### src/pwm_regs.vh
// register map, field positions, reset values for the three-phase pwm block
`ifndef PWM_REGS_VH
`define PWM_REGS_VH

// register byte offsets (word aligned)
`define OFS_HALF_PERIOD   8'h00
`define OFS_DEAD_TIME     8'h04
`define OFS_MIN_PULSE     8'h08
`define OFS_SYNC_WIDTH    8'h0C
`define OFS_DUTY_A        8'h10
`define OFS_DUTY_B        8'h14
`define OFS_DUTY_C        8'h18
`define OFS_SEGMENT       8'h1C
`define OFS_GATE_CHOP     8'h20
`define OFS_MODE          8'h24
`define OFS_SW_TRIP       8'h28
`define OFS_STATUS        8'h2C
`define OFS_RESTART       8'h30

// reset values
`define RST_HALF_PERIOD   16'h03E8
`define RST_DEAD_TIME     10'h000
`define RST_MIN_PULSE     16'h0000
`define RST_SYNC_WIDTH    8'h27
`define RST_DUTY          16'h01F4
`define RST_SEGMENT       9'h03F
`define RST_GATE_CHOP     10'h000
`define RST_MODE          7'h00

// segment control fields: enables [5:0], crossover [8:6]
`define SEG_EN_AH         0
`define SEG_EN_AL         1
`define SEG_EN_BH         2
`define SEG_EN_BL         3
`define SEG_EN_CH         4
`define SEG_EN_CL         5
`define SEG_XO_A          6
`define SEG_XO_B          7
`define SEG_XO_C          8

// gate chopping fields
`define GATE_FREQ_MSB     7
`define GATE_HI_EN        8
`define GATE_LO_EN        9

// mode control: update mode select
`define MODE_DOUBLE       6

// status fields
`define STAT_TRIP_PIN     0
`define STAT_SHUTDOWN     1
`define STAT_HALF         3

// restart command bit
`define RESTART_GO        0

`endif

### src/three_phase_pwm_generator.v
// three-phase center-based pwm generator with apb registers and shutdown
//
// Implementation choices: register access over APB and the address map.
`timescale 1ns/1ns
`default_nettype none
`include "pwm_regs.vh"

module three_phase_pwm_generator #(
    parameter DT_W = 10   // dead time register width
) (
    // clock and reset
    input  wire        pclk,
    input  wire        presetn,
    // apb slave
    input  wire        psel,
    input  wire        penable,
    input  wire        pwrite,
    input  wire [7:0]  paddr,
    input  wire [31:0] pwdata,
    output wire        pready,
    output reg  [31:0] prdata,
    output wire        pslverr,
    // shutdown inputs, asynchronous pins
    input  wire        trip_input_n,
    input  wire [2:0]  current_sense_input,
    // gate drive outputs
    output wire        phase_a_high_drive,
    output wire        phase_a_low_drive,
    output wire        phase_b_high_drive,
    output wire        phase_b_low_drive,
    output wire        phase_c_high_drive,
    output wire        phase_c_low_drive,
    // synchronisation and interrupts
    output reg         period_sync_pulse,
    output reg         sync_irq,
    output reg         trip_irq
);
    // software-visible registers
    reg [15:0]     half_period_ticks;
    reg [DT_W-1:0] dead_time_value;
    reg [15:0]     min_pulse_width;
    reg [7:0]      sync_pulse_width;
    reg [15:0]     duty_phase_a;
    reg [15:0]     duty_phase_b;
    reg [15:0]     duty_phase_c;
    reg [8:0]      output_segment_control;
    reg [9:0]      gate_chopping_control;
    reg [6:0]      mode_control;
    // shadow copies used by the timing and output units
    reg [15:0]     sh_tm;
    reg [DT_W-1:0] sh_dt;
    reg [15:0]     sh_pd;
    reg [15:0]     sh_da;
    reg [15:0]     sh_db;
    reg [15:0]     sh_dc;
    reg [8:0]      sh_seg;
    // timing unit state
    reg [15:0]     tick_cnt;                // up/down tick counter
    reg            count_down;              // high in second half
    reg [7:0]      sync_left;               // ticks of sync pulse left
    reg [7:0]      chop_cnt;                // chopping divider
    reg            chop_phase;              // chopping square wave
    reg [5:0]      drive_q;                 // registered drives
    // shutdown state
    reg            trip_meta;               // pin synchroniser stage 1
    reg            trip_sync;               // pin synchroniser stage 2
    reg [2:0]      oc_meta;                 // overcurrent stage 1
    reg [2:0]      oc_sync;                 // overcurrent stage 2
    reg            shutdown;                // latched shutdown
    reg            shutdown_d;              // for shutdown edge
    // apb decode
    wire           apb_setup = psel & ~penable;
    wire           apb_write = psel & penable & pwrite;
    wire           sw_trip_wr;
    wire           restart_wr;
    reg            addr_ok;
    reg [31:0]     next_prdata;
    // zero-wait slave: the read word is prepared in the setup cycle
    assign pready  = 1'b1;
    assign pslverr = psel & penable & ~addr_ok;
    assign sw_trip_wr = apb_write & (paddr == `OFS_SW_TRIP);
    assign restart_wr = apb_write & (paddr == `OFS_RESTART)
                        & pwdata[`RESTART_GO];
    // center-based on test with dead time and minimum pulse width
    function drive_on;
        input [15:0]     c;
        input [15:0]     tm;
        input [15:0]     duty;
        input [DT_W-1:0] dt;
        input [15:0]     pd;
        input            high_side;
        reg   [17:0]     width;
        reg   [17:0]     lhs;
        reg   [17:0]     rhs;
        begin
            width = 18'h00000;
            lhs   = 18'h00000;
            rhs   = 18'h00000;
            drive_on = 1'b0;
            if (high_side)
            begin
                // on while c >= tm - duty + dt, i.e. c + duty >= tm + dt
                if ({2'b00, duty} > {{(18-DT_W){1'b0}}, dt})
                begin
                    width = {2'b00, duty} - {{(18-DT_W){1'b0}}, dt};
                    lhs   = {2'b00, c} + {2'b00, duty};
                    rhs   = {2'b00, tm} + {{(18-DT_W){1'b0}}, dt};
                    drive_on = (width >= {2'b00, pd}) && (lhs >= rhs);
                end
            end
            else
            begin
                // on while c + duty + dt < tm
                lhs = {2'b00, duty} + {{(18-DT_W){1'b0}}, dt};
                if ({2'b00, tm} > lhs)
                begin
                    width = {2'b00, tm} - lhs;
                    lhs   = lhs + {2'b00, c};
                    drive_on = (width >= {2'b00, pd})
                               && (lhs < {2'b00, tm});
                end
            end
        end
    endfunction
    // last count of a half period; a zero period acts as one tick
    wire [15:0] top_cnt = (sh_tm == 16'h0000) ? 16'h0000
                                              : sh_tm - 16'h0001;
    // period start: turning from down to up at zero
    wire start_evt = ~shutdown & count_down & (tick_cnt == 16'h0000);
    // midpoint: turning from up to down at the top
    wire mid_evt   = ~shutdown & ~count_down & (tick_cnt == top_cnt);
    // boundaries that emit a sync pulse and reload shadows
    wire double_mode = mode_control[`MODE_DOUBLE];
    wire load_evt  = start_evt | (mid_evt & double_mode);
    // read mux and address check
    always @*
    begin
        addr_ok     = 1'b1;
        next_prdata = 32'h00000000;
        case (paddr)
            `OFS_HALF_PERIOD: next_prdata[15:0]     = half_period_ticks;
            `OFS_DEAD_TIME:   next_prdata[DT_W-1:0] = dead_time_value;
            `OFS_MIN_PULSE:   next_prdata[15:0]     = min_pulse_width;
            `OFS_SYNC_WIDTH:  next_prdata[7:0]      = sync_pulse_width;
            `OFS_DUTY_A:      next_prdata[15:0]     = duty_phase_a;
            `OFS_DUTY_B:      next_prdata[15:0]     = duty_phase_b;
            `OFS_DUTY_C:      next_prdata[15:0]     = duty_phase_c;
            `OFS_SEGMENT:     next_prdata[8:0]  = output_segment_control;
            `OFS_GATE_CHOP:   next_prdata[9:0]  = gate_chopping_control;
            `OFS_MODE:        next_prdata[6:0]  = mode_control;
            `OFS_SW_TRIP:     next_prdata       = 32'h00000000;
            `OFS_RESTART:     next_prdata       = 32'h00000000;
            `OFS_STATUS:
            begin
                next_prdata[`STAT_TRIP_PIN] = trip_sync;
                next_prdata[`STAT_SHUTDOWN] = shutdown;
                next_prdata[`STAT_HALF]     = count_down;
            end
            default:          addr_ok = 1'b0;  // unmapped: slave error
        endcase
    end
    // read data register, loaded in the setup cycle
    always @(posedge pclk or negedge presetn)
    begin
        if (!presetn)
            prdata <= 32'h00000000;
        else if (apb_setup && !pwrite)
            prdata <= next_prdata;
    end
    // register writes take effect in the access cycle
    always @(posedge pclk or negedge presetn)
    begin
        if (!presetn)
        begin
            half_period_ticks      <= `RST_HALF_PERIOD;
            dead_time_value        <= `RST_DEAD_TIME;
            min_pulse_width        <= `RST_MIN_PULSE;
            sync_pulse_width       <= `RST_SYNC_WIDTH;
            duty_phase_a           <= `RST_DUTY;
            duty_phase_b           <= `RST_DUTY;
            duty_phase_c           <= `RST_DUTY;
            output_segment_control <= `RST_SEGMENT;
            gate_chopping_control  <= `RST_GATE_CHOP;
            mode_control           <= `RST_MODE;
        end
        else if (apb_write)
        begin
            case (paddr)
                `OFS_HALF_PERIOD: half_period_ticks <= pwdata[15:0];
                `OFS_DEAD_TIME:   dead_time_value   <= pwdata[DT_W-1:0];
                `OFS_MIN_PULSE:   min_pulse_width   <= pwdata[15:0];
                `OFS_SYNC_WIDTH:  sync_pulse_width  <= pwdata[7:0];
                `OFS_DUTY_A:      duty_phase_a      <= pwdata[15:0];
                `OFS_DUTY_B:      duty_phase_b      <= pwdata[15:0];
                `OFS_DUTY_C:      duty_phase_c      <= pwdata[15:0];
                `OFS_SEGMENT:     output_segment_control <= pwdata[8:0];
                `OFS_GATE_CHOP:   gate_chopping_control  <= pwdata[9:0];
                `OFS_MODE:        mode_control           <= pwdata[6:0];
                default:          mode_control           <= mode_control;
            endcase
        end
    end
    // two-flop synchronisers; stage 1 feeds only stage 2
    always @(posedge pclk or negedge presetn)
    begin
        if (!presetn)
        begin
            trip_meta <= 1'b1;
            trip_sync <= 1'b1;
            oc_meta   <= 3'b000;
            oc_sync   <= 3'b000;
        end
        else
        begin
            trip_meta <= trip_input_n;
            trip_sync <= trip_meta;
            oc_meta   <= current_sense_input;
            oc_sync   <= oc_meta;
        end
    end
    // shutdown latch: a new trip wins over a restart in the same cycle
    always @(posedge pclk or negedge presetn)
    begin
        if (!presetn)
        begin
            shutdown   <= 1'b0;
            shutdown_d <= 1'b0;
            trip_irq   <= 1'b0;
        end
        else
        begin
            if (!trip_sync || (|oc_sync) || sw_trip_wr)
                shutdown <= 1'b1;
            else if (restart_wr)
                shutdown <= 1'b0;
            shutdown_d <= shutdown;
            trip_irq   <= shutdown & ~shutdown_d;
        end
    end
    // timing unit: counter held at zero while shut down, and the
    // shadows reload at every boundary that emits a sync pulse
    always @(posedge pclk or negedge presetn)
    begin
        if (!presetn)
        begin
            tick_cnt   <= 16'h0000;
            count_down <= 1'b1;
            sh_tm      <= `RST_HALF_PERIOD;
            sh_dt      <= `RST_DEAD_TIME;
            sh_pd      <= `RST_MIN_PULSE;
            sh_da      <= `RST_DUTY;
            sh_db      <= `RST_DUTY;
            sh_dc      <= `RST_DUTY;
            sh_seg     <= `RST_SEGMENT;
        end
        else if (shutdown)
        begin
            tick_cnt   <= 16'h0000;
            count_down <= 1'b1;
        end
        else
        begin
            if (start_evt)
                count_down <= 1'b0;
            else if (mid_evt)
                count_down <= 1'b1;
            else if (count_down)
                tick_cnt <= tick_cnt - 16'h0001;
            else
                tick_cnt <= tick_cnt + 16'h0001;
            if (load_evt)
            begin
                sh_tm  <= half_period_ticks;
                sh_dt  <= dead_time_value;
                sh_pd  <= min_pulse_width;
                sh_da  <= duty_phase_a;
                sh_db  <= duty_phase_b;
                sh_dc  <= duty_phase_c;
                sh_seg <= output_segment_control;
            end
        end
    end
    // sync pulse lasts width+1 ticks from each boundary
    always @(posedge pclk or negedge presetn)
    begin
        if (!presetn)
        begin
            sync_left         <= 8'h00;
            period_sync_pulse <= 1'b0;
            sync_irq          <= 1'b0;
        end
        else
        begin
            sync_irq <= load_evt;
            if (load_evt)
            begin
                sync_left         <= sync_pulse_width;
                period_sync_pulse <= 1'b1;
            end
            else if (sync_left != 8'h00)
                sync_left <= sync_left - 8'h01;
            else
                period_sync_pulse <= 1'b0;
        end
    end
    // chopping divider: square wave toggles every freq+1 ticks
    always @(posedge pclk or negedge presetn)
    begin
        if (!presetn)
        begin
            chop_cnt   <= 8'h00;
            chop_phase <= 1'b0;
        end
        else if (chop_cnt >= gate_chopping_control[`GATE_FREQ_MSB:0])
        begin
            chop_cnt   <= 8'h00;
            chop_phase <= ~chop_phase;
        end
        else
            chop_cnt <= chop_cnt + 8'h01;
    end
    // raw complementary pairs from the timing unit
    wire raw_ah = drive_on(tick_cnt, sh_tm, sh_da, sh_dt, sh_pd, 1'b1);
    wire raw_al = drive_on(tick_cnt, sh_tm, sh_da, sh_dt, sh_pd, 1'b0);
    wire raw_bh = drive_on(tick_cnt, sh_tm, sh_db, sh_dt, sh_pd, 1'b1);
    wire raw_bl = drive_on(tick_cnt, sh_tm, sh_db, sh_dt, sh_pd, 1'b0);
    wire raw_ch = drive_on(tick_cnt, sh_tm, sh_dc, sh_dt, sh_pd, 1'b1);
    wire raw_cl = drive_on(tick_cnt, sh_tm, sh_dc, sh_dt, sh_pd, 1'b0);
    // output control: crossover, per-output enable, then chopping
    wire xo_ah = sh_seg[`SEG_XO_A] ? raw_al : raw_ah;
    wire xo_al = sh_seg[`SEG_XO_A] ? raw_ah : raw_al;
    wire xo_bh = sh_seg[`SEG_XO_B] ? raw_bl : raw_bh;
    wire xo_bl = sh_seg[`SEG_XO_B] ? raw_bh : raw_bl;
    wire xo_ch = sh_seg[`SEG_XO_C] ? raw_cl : raw_ch;
    wire xo_cl = sh_seg[`SEG_XO_C] ? raw_ch : raw_cl;
    // chop mask per side; a disabled side passes unchanged
    wire chop_hi = ~gate_chopping_control[`GATE_HI_EN] | chop_phase;
    wire chop_lo = ~gate_chopping_control[`GATE_LO_EN] | chop_phase;
    // registered drives; the drives are cleared while shut down
    always @(posedge pclk or negedge presetn)
    begin
        if (!presetn)
            drive_q <= 6'b000000;
        else if (shutdown)
            drive_q <= 6'b000000;
        else
        begin
            drive_q[0] <= xo_ah & sh_seg[`SEG_EN_AH] & chop_hi;
            drive_q[1] <= xo_al & sh_seg[`SEG_EN_AL] & chop_lo;
            drive_q[2] <= xo_bh & sh_seg[`SEG_EN_BH] & chop_hi;
            drive_q[3] <= xo_bl & sh_seg[`SEG_EN_BL] & chop_lo;
            drive_q[4] <= xo_ch & sh_seg[`SEG_EN_CH] & chop_hi;
            drive_q[5] <= xo_cl & sh_seg[`SEG_EN_CL] & chop_lo;
        end
    end
    // unclocked kill path: pins gate the drives even with no clock,
    // at the cost of a combinational path from pins to outputs
    wire hw_ok = trip_input_n & ~(|current_sense_input);
    // six gate drive outputs, off means low
    assign phase_a_high_drive = drive_q[0] & hw_ok;
    assign phase_a_low_drive  = drive_q[1] & hw_ok;
    assign phase_b_high_drive = drive_q[2] & hw_ok;
    assign phase_b_low_drive  = drive_q[3] & hw_ok;
    assign phase_c_high_drive = drive_q[4] & hw_ok;
    assign phase_c_low_drive  = drive_q[5] & hw_ok;
endmodule
`default_nettype wire

### config.mk
export PLATFORM = sky130hd
export DESIGN_NAME = three_phase_pwm_generator
export DESIGN_NICKNAME = d
export VERILOG_FILES = /design/src/three_phase_pwm_generator.v
export VERILOG_INCLUDE_DIRS = /design/src
export SDC_FILE = /design/constraint.sdc
export NUM_CORES = 1
export LEC_CHECK = 0
export BUFFER_PORTS_ARGS = -buffer_cell sky130_fd_sc_hd__buf_4
export CORE_MARGIN = 2
export CORE_UTILIZATION = 59
export DETAILED_ROUTE_END_ITERATION = 10
export PLACE_DENSITY = 0.79
export SYNTH_ARGS = -nofsm -noshare
export SYNTH_HDL_FRONTEND = slang
export SYNTH_SLANG_ARGS = --single-unit
export TNS_END_PERCENT = 1
### constraint.sdc
create_clock -name pclk -period 6.4 [get_ports pclk]
set_input_delay 0.96 -clock pclk [delete_from_list [all_inputs] [get_ports pclk]]
set_output_delay 0.96 -clock pclk [all_outputs]
set_load 0.02 [all_outputs]
# == Word-level counts from Yosys, hierarchy flattened ==
# Index checks and enable logic that the tools add are counted.
# op_classes
addsub,21
magnitude_cmp,19
eq_ne,16
mux,37
bitwise,44
n_reduce_logical,33
# op_table
op,count
greater-or-equal comparator 18 x 16 -> 1 bit,6
two-way mux 16 bit,5
adder 16 x 10 -> 17 bit,4
adder 17 x 16 -> 18 bit,3
less-than comparator 18 x 16 -> 1 bit,3
subtractor 16 x 17 -> 18 bit,3
adder 16 x 16 -> 17 bit,3
greater-than comparator 16 x 17 -> 1 bit,3
subtractor 16 x 10 -> 17 bit,3
greater-than comparator 16 x 10 -> 1 bit,3
"equality test 8 x 6 -> 1 bit, second input constant",5
greater-or-equal comparator 17 x 18 -> 1 bit,2
bitwise AND 1 bit,32
"equality test 8 x 5 -> 1 bit, second input constant",4
logical NOT 16 bit,2
"subtractor 16 x 1 -> 16 bit, second input constant",2
case mux 3 bit (10 select lines),1
case mux 6 bit (5 select lines),1
two-way mux 8 bit,3
AND reduction 2 bit,12
case mux 2 bit (11 select lines),1
two-way mux 1 bit,20
greater-or-equal comparator 17 bit,1
"adder 16 x 1 -> 16 bit, second input constant",1
other kinds (24),47
# totals
reg_bits,292
word_cells,203

# == Logic depth before layout (Yosys ltp) ==
# depth
word_depth,9
ltp_mapped,27
ltp_nobuf,27

# == Worst setup path before layout ==
# OpenSTA, ideal clock, no wires.
# synth_timing
path_kind,flip-flop to flip-flop
start,reg sh_dt[1]
end,reg drive_q[1]
setup_ps,101
arrival_time_ps,6051
required_time_ps,6299
setup_slack_ps,249
stages_incl_launch_ff,27
period_less_slack_ps,6151
cell_sequence,dfrtp_1 inv_1 ha_1 nand2b_1 a21oi_1 o21ai_0 a21oi_1 o21bai_1 a2111oi_0 or3_1 xnor2_1 ha_1 nand2_1 nor2_1 a21oi_1 o21ai_0 o41ai_1 or4b_2 o211ai_1 ha_1 a211o_1 a21oi_1 o2111ai_1 a2111oi_0 and4_1 o211ai_1 o32ai_1
# synth_between
elab_chain_len,9
word_cells_on_any_way,19
# synth_rtl
element,line_no,rtl
from (decl),three_phase_pwm_generator.v:51,reg [DT_W-1:0] sh_dt;
from (signal assigned),three_phase_pwm_generator.v:249,sh_dt <= `RST_DEAD_TIME;
from (signal assigned),three_phase_pwm_generator.v:274,sh_dt <= dead_time_value;
adder 16 x 10 -> 17 bit,three_phase_pwm_generator.v:114,"lhs = {2'b00, duty} + {{(18-DT_W){1'b0}}, dt};"
subtractor 16 x 17 -> 18 bit / adder 17 x 16 -> 18 bit (equally long branches),"three_phase_pwm_generator.v:117, three_phase_pwm_generator.v:118",
greater-or-equal comparator 18 x 16 -> 1 bit / less-than comparator 18 x 16 -> 1 bit (equally long branches),"three_phase_pwm_generator.v:119, three_phase_pwm_generator.v:120",
logical AND 1 bit,three_phase_pwm_generator.v:120,"&& (lhs < {2'b00, tm});"
two-way mux 1 bit,three_phase_pwm_generator.v:115,"if ({2'b00, tm} > lhs)"
two-way mux 1 bit (*),three_phase_pwm_generator.v:331,wire xo_al = sh_seg[`SEG_XO_A] ? raw_ah : raw_al;
bitwise AND 1 bit (*) (2 in series),three_phase_pwm_generator.v:349,drive_q[1] <= xo_al & sh_seg[`SEG_EN_AL] & chop_lo;
two-way mux 6 bit (*),three_phase_pwm_generator.v:344,else if (shutdown)
to (signal assigned),three_phase_pwm_generator.v:349,
to (decl),three_phase_pwm_generator.v:63,reg [5:0] drive_q;
# Every way passes the cells marked *; elsewhere a longest branch is shown, timed or not.
# A chain may end at the register's enable or synchronous reset.

# == Final worst setup path ==
# layout_timing
start,reg sh_dt[0]
end,reg drive_q[4]
# layout_between
elab_chain_len,9
word_cells_on_any_way,19
# layout_rtl
element,line_no,rtl
adder 16 x 10 -> 17 bit,three_phase_pwm_generator.v:114,
subtractor 16 x 17 -> 18 bit / adder 17 x 16 -> 18 bit (equally long branches),"three_phase_pwm_generator.v:117, three_phase_pwm_generator.v:118",
greater-or-equal comparator 18 x 16 -> 1 bit / less-than comparator 18 x 16 -> 1 bit (equally long branches),"three_phase_pwm_generator.v:119, three_phase_pwm_generator.v:120",
logical AND 1 bit,three_phase_pwm_generator.v:120,
two-way mux 1 bit,three_phase_pwm_generator.v:115,
two-way mux 1 bit (*),three_phase_pwm_generator.v:334,wire xo_ch = sh_seg[`SEG_XO_C] ? raw_cl : raw_ch;
bitwise AND 1 bit (*) (2 in series),three_phase_pwm_generator.v:352,drive_q[4] <= xo_ch & sh_seg[`SEG_EN_CH] & chop_hi;
two-way mux 6 bit (*),three_phase_pwm_generator.v:344,
to (signal assigned),three_phase_pwm_generator.v:352,
# Marked as above.

==> flow_summary_export.csv <==
group,metric,value,unit
floorplan,start_util,0.599,
floorplan,dieWidth,224,um
timing,timing.slew.headroom,0.210,
cts,clk_latency,550,ps
min_path,hold_path.class,"register to register",
worst_setup_path,critPathArrivalTime,6610,ps
detailed_routing,wl_per_cell,25.9,um
worst_setup_path,worstSetupStartpointType,"register",
timing,fmax,162,MHz
finish,fin_nets,3689,
pwr,p_seq_frac,0.506,
yosys,synthTopCellsByArea,"dfrtp_1 (20%), ha_1 (19%), mux2_2 (8.9%)",
floorplan,io_pins,92,
worst_setup_path,r2r_slack,230,ps
yosys,synth.largest_area_cell,"dfrtp_1",
detailed_routing,route.detailed.drc,0,
detailed_routing,routed_via_density,6.73,
timing,drv_slew,0,
yosys,synth_warnings,0,
placed_design,portBuffers,58,
grt,grt_pass1_wl,149000,um
placed_design,dp_hpwl,77700,um
timing,worstMarginPinSlew,1180,ps
finish,syn_to_final_growth,8.89,%
pwr,pwr-share-comb,0.070,
worst_setup_path,cp_top_family,"compound AO/OA/AOI/OAI gates",
floorplan,std_cell_rows,80,
yosys,syn-instance-count,3092,
placed_design,place_inst,3775,
yosys,ys_async_sr_fraction,1.00,
worst_setup_path,critical_path_class,"register to register",
detailed_routing,first_pass_iters,7,
cts,cts_tree,"built",
timing,period_needed,6170,ps
floorplan,dieArea,0.0503,mm2
detailed_routing,wirelength,99100,um
worst_setup_path,critPathRequiredTime,6840,ps
worst_setup_path,cp_max_fo,7,
worst_setup_path,r2r_cells,26,
timing,finClkSkew,18.0,ps
run_status,status,"finished, final reports clean",
yosys,synth_area,0.0286,mm2
timing,fin_crit_sh,0.965,
pwr,internal_power,2.92,mW
yosys,synth_edf_count,0,
timing,whs,343,ps
finish,n_antenna_cell,0,
cts,root_buffer,"clkbuf_16",
worst_setup_path,cp-end-kind,"register",
yosys,synth.distinct_cells,88,
worst_setup_path,crit_buf_inv,4,
placed_design,place.gp.congestion,1.07,
flow_run,max-cap-violations,0,
cts,clockBufferDepth,3,
pwr,switching_share,0.244,
timing,final-hold-violation-count,0,
floorplan,die_h,224,um
floorplan,core-area,0.0478,mm2
worst_setup_path,worstSetupEndpoint,"drive_q[4]$_DFF_PN0_",
worst_setup_path,worst_r2r_startpoint,"sh_dt[0]$_DFFE_PN0P_",
yosys,synthFlopType,"dfrtp_1",
cts,cts.sinks,292,
cts,cts_hold_buf,0,
yosys,yosysTopAreaCellShare,0.197,
pwr,p_per_area,124,mW/mm2
finish,post-route-util,0.652,
yosys,synth_most_common_cell,"ha_1",
worst_setup_path,crit_path_start,"sh_dt[0]$_DFFE_PN0P_",
pwr,p_sw,0.943,mW
yosys,yosys-top-cells-count,"ha_1 (435), mux2_2 (227), dfrtp_1 (225), nor2_1 (211), a21oi_1 (201)",
detailed_routing,vias,25700,
pwr,p_clk_frac,0.424,
grt,antenna_found_initial,1,
detailed_routing,drt.antenna.violating_nets,0,
grt,grt-ovfl-total,0,
grt,track_usage,0.389,
worst_setup_path,slowest_stage,"a2111oi_1",
timing,fin_setup_tns,0,ps
yosys,syn_area_per_cell,9.27,um2
finish,finalNonFillerCells,3823,
grt,grt_pass1_vias,25600,
yosys,synth-seq-area-share,0.258,
detailed_routing,dr.first_iter.drc_count,2402,
timing,setup_viol,0,
finish,drive_above_1_share,0.179,
worst_setup_path,cp.depth,26,
pwr,ir_worst_vdd,0.268,mV
pwr,p_leak,15.4,nW
cts,h-tree-depth,1,
cts,cts_buffers,26,
cts,clk_pin_slew,70,ps
worst_setup_path,r2r-end,"drive_q[4]$_DFF_PN0_",
yosys,ys_ff_latch,292,
worst_setup_path,cpPeakStageDelay,430,ps
grt,grt_max_degree,148,
## power groups by stage
stage          Combinational, mW  Clock, mW  Sequential, mW
2_1_floorplan              0.151          0            1.98
3_3_place_gp               0.254          0            1.98
4_1_cts                    0.269       1.64            1.95
5_1_grt                    0.297       1.71            1.96
3_5_place_dp               0.265          0            1.98
6_report                   0.269       1.64            1.95
## cell type report
type                       count  area [um2]
clock inverter                16         163
sequential                   292        7390
tap                          615         769
fill                        3844       16600
multi-input combinational   2528       20200
inverter                     182         683
clock buffer                  32         724
timing repair buffer         158        1230
## placed cells by master, fill, tap and decap left out, types with 39 or more instances in the layout
| cell type | n |
|---|---|
| mux2_2 | 227 |
| nor2_1 | 211 |
| ha_1 | 435 |
| nor2b_1 | 53 |
| a31oi_1 | 39 |
| dfrtp_1 | 225 |
| dfstp_2 | 67 |
| nor3_1 | 64 |
| nand3_1 | 69 |
| o21ai_0 | 125 |
| inv_1 | 182 |
| xor2_1 | 72 |
| a21o_1 | 80 |
| xnor2_1 | 161 |
| buf_4 | 154 |
| nand2_1 | 154 |
| a21oi_1 | 198 |
| nand4_1 | 41 |
## metrics by stage
stage / setup WS (ps) / power (mW) / cell area, um2
2_1_floorplan: 249 / 2.13 / 28700
3_3_place_gp: 81.2 / 2.23 / 30200
3_5_place_dp: -94.4 / 2.25 / 30200
4_1_cts: 4.41 / 3.86 / 31100
5_1_grt: -23.7 / 3.96 / 31200
6_report: 226 / 3.86 / 31200
## how the worst min path moves through the flow
stage	start	end	depth (start not counted)
global route	trip_meta$_DFF_PN1_	trip_sync$_DFF_PN1_	0
global placement	oc_meta[0]$_DFF_PN0_	oc_sync[0]$_DFF_PN0_	0
floorplan	oc_meta[0]$_DFF_PN0_	oc_sync[0]$_DFF_PN0_	0
detailed placement	oc_meta[2]$_DFF_PN0_	oc_sync[2]$_DFF_PN0_	0
finish	oc_meta[2]$_DFF_PN0_	oc_sync[2]$_DFF_PN0_	0
CTS	oc_meta[2]$_DFF_PN0_	oc_sync[2]$_DFF_PN0_	0
## layer usage
layer  vias to the layer above  share of wire  track usage
met5                         -              0            0
met4                         0          0.066        0.229
met3                       316          0.082       0.0532
met2                      1282           0.46        0.639
met1                     12600           0.40        0.491
li1                      11600              -            -
## cells by family (layout without fill, tap and decap cells)
| logic type | after synthesis | count (layout) | share of synthesized area |
|---|---|---|---|
| simple gates | 800 | 800 | 0.143 |
| other cells | 2 | 17 | 0.000262 |
| xor+xnor | 236 | 236 | 0.0726 |
| buf+inv | 287 | 388 | 0.0415 |
| compound gates | 772 | 772 | 0.182 |
| fa+ha+maj | 452 | 452 | 0.202 |
| mux | 251 | 251 | 0.101 |
| flops | 292 | 292 | 0.258 |
## repair_timing
item,in CTS,in global routing
setup endpoints to repair,2,6
pin swaps,0,8
setup buffers,0,0
resized for setup,3,23
Power figures use the tool's default switching activity.
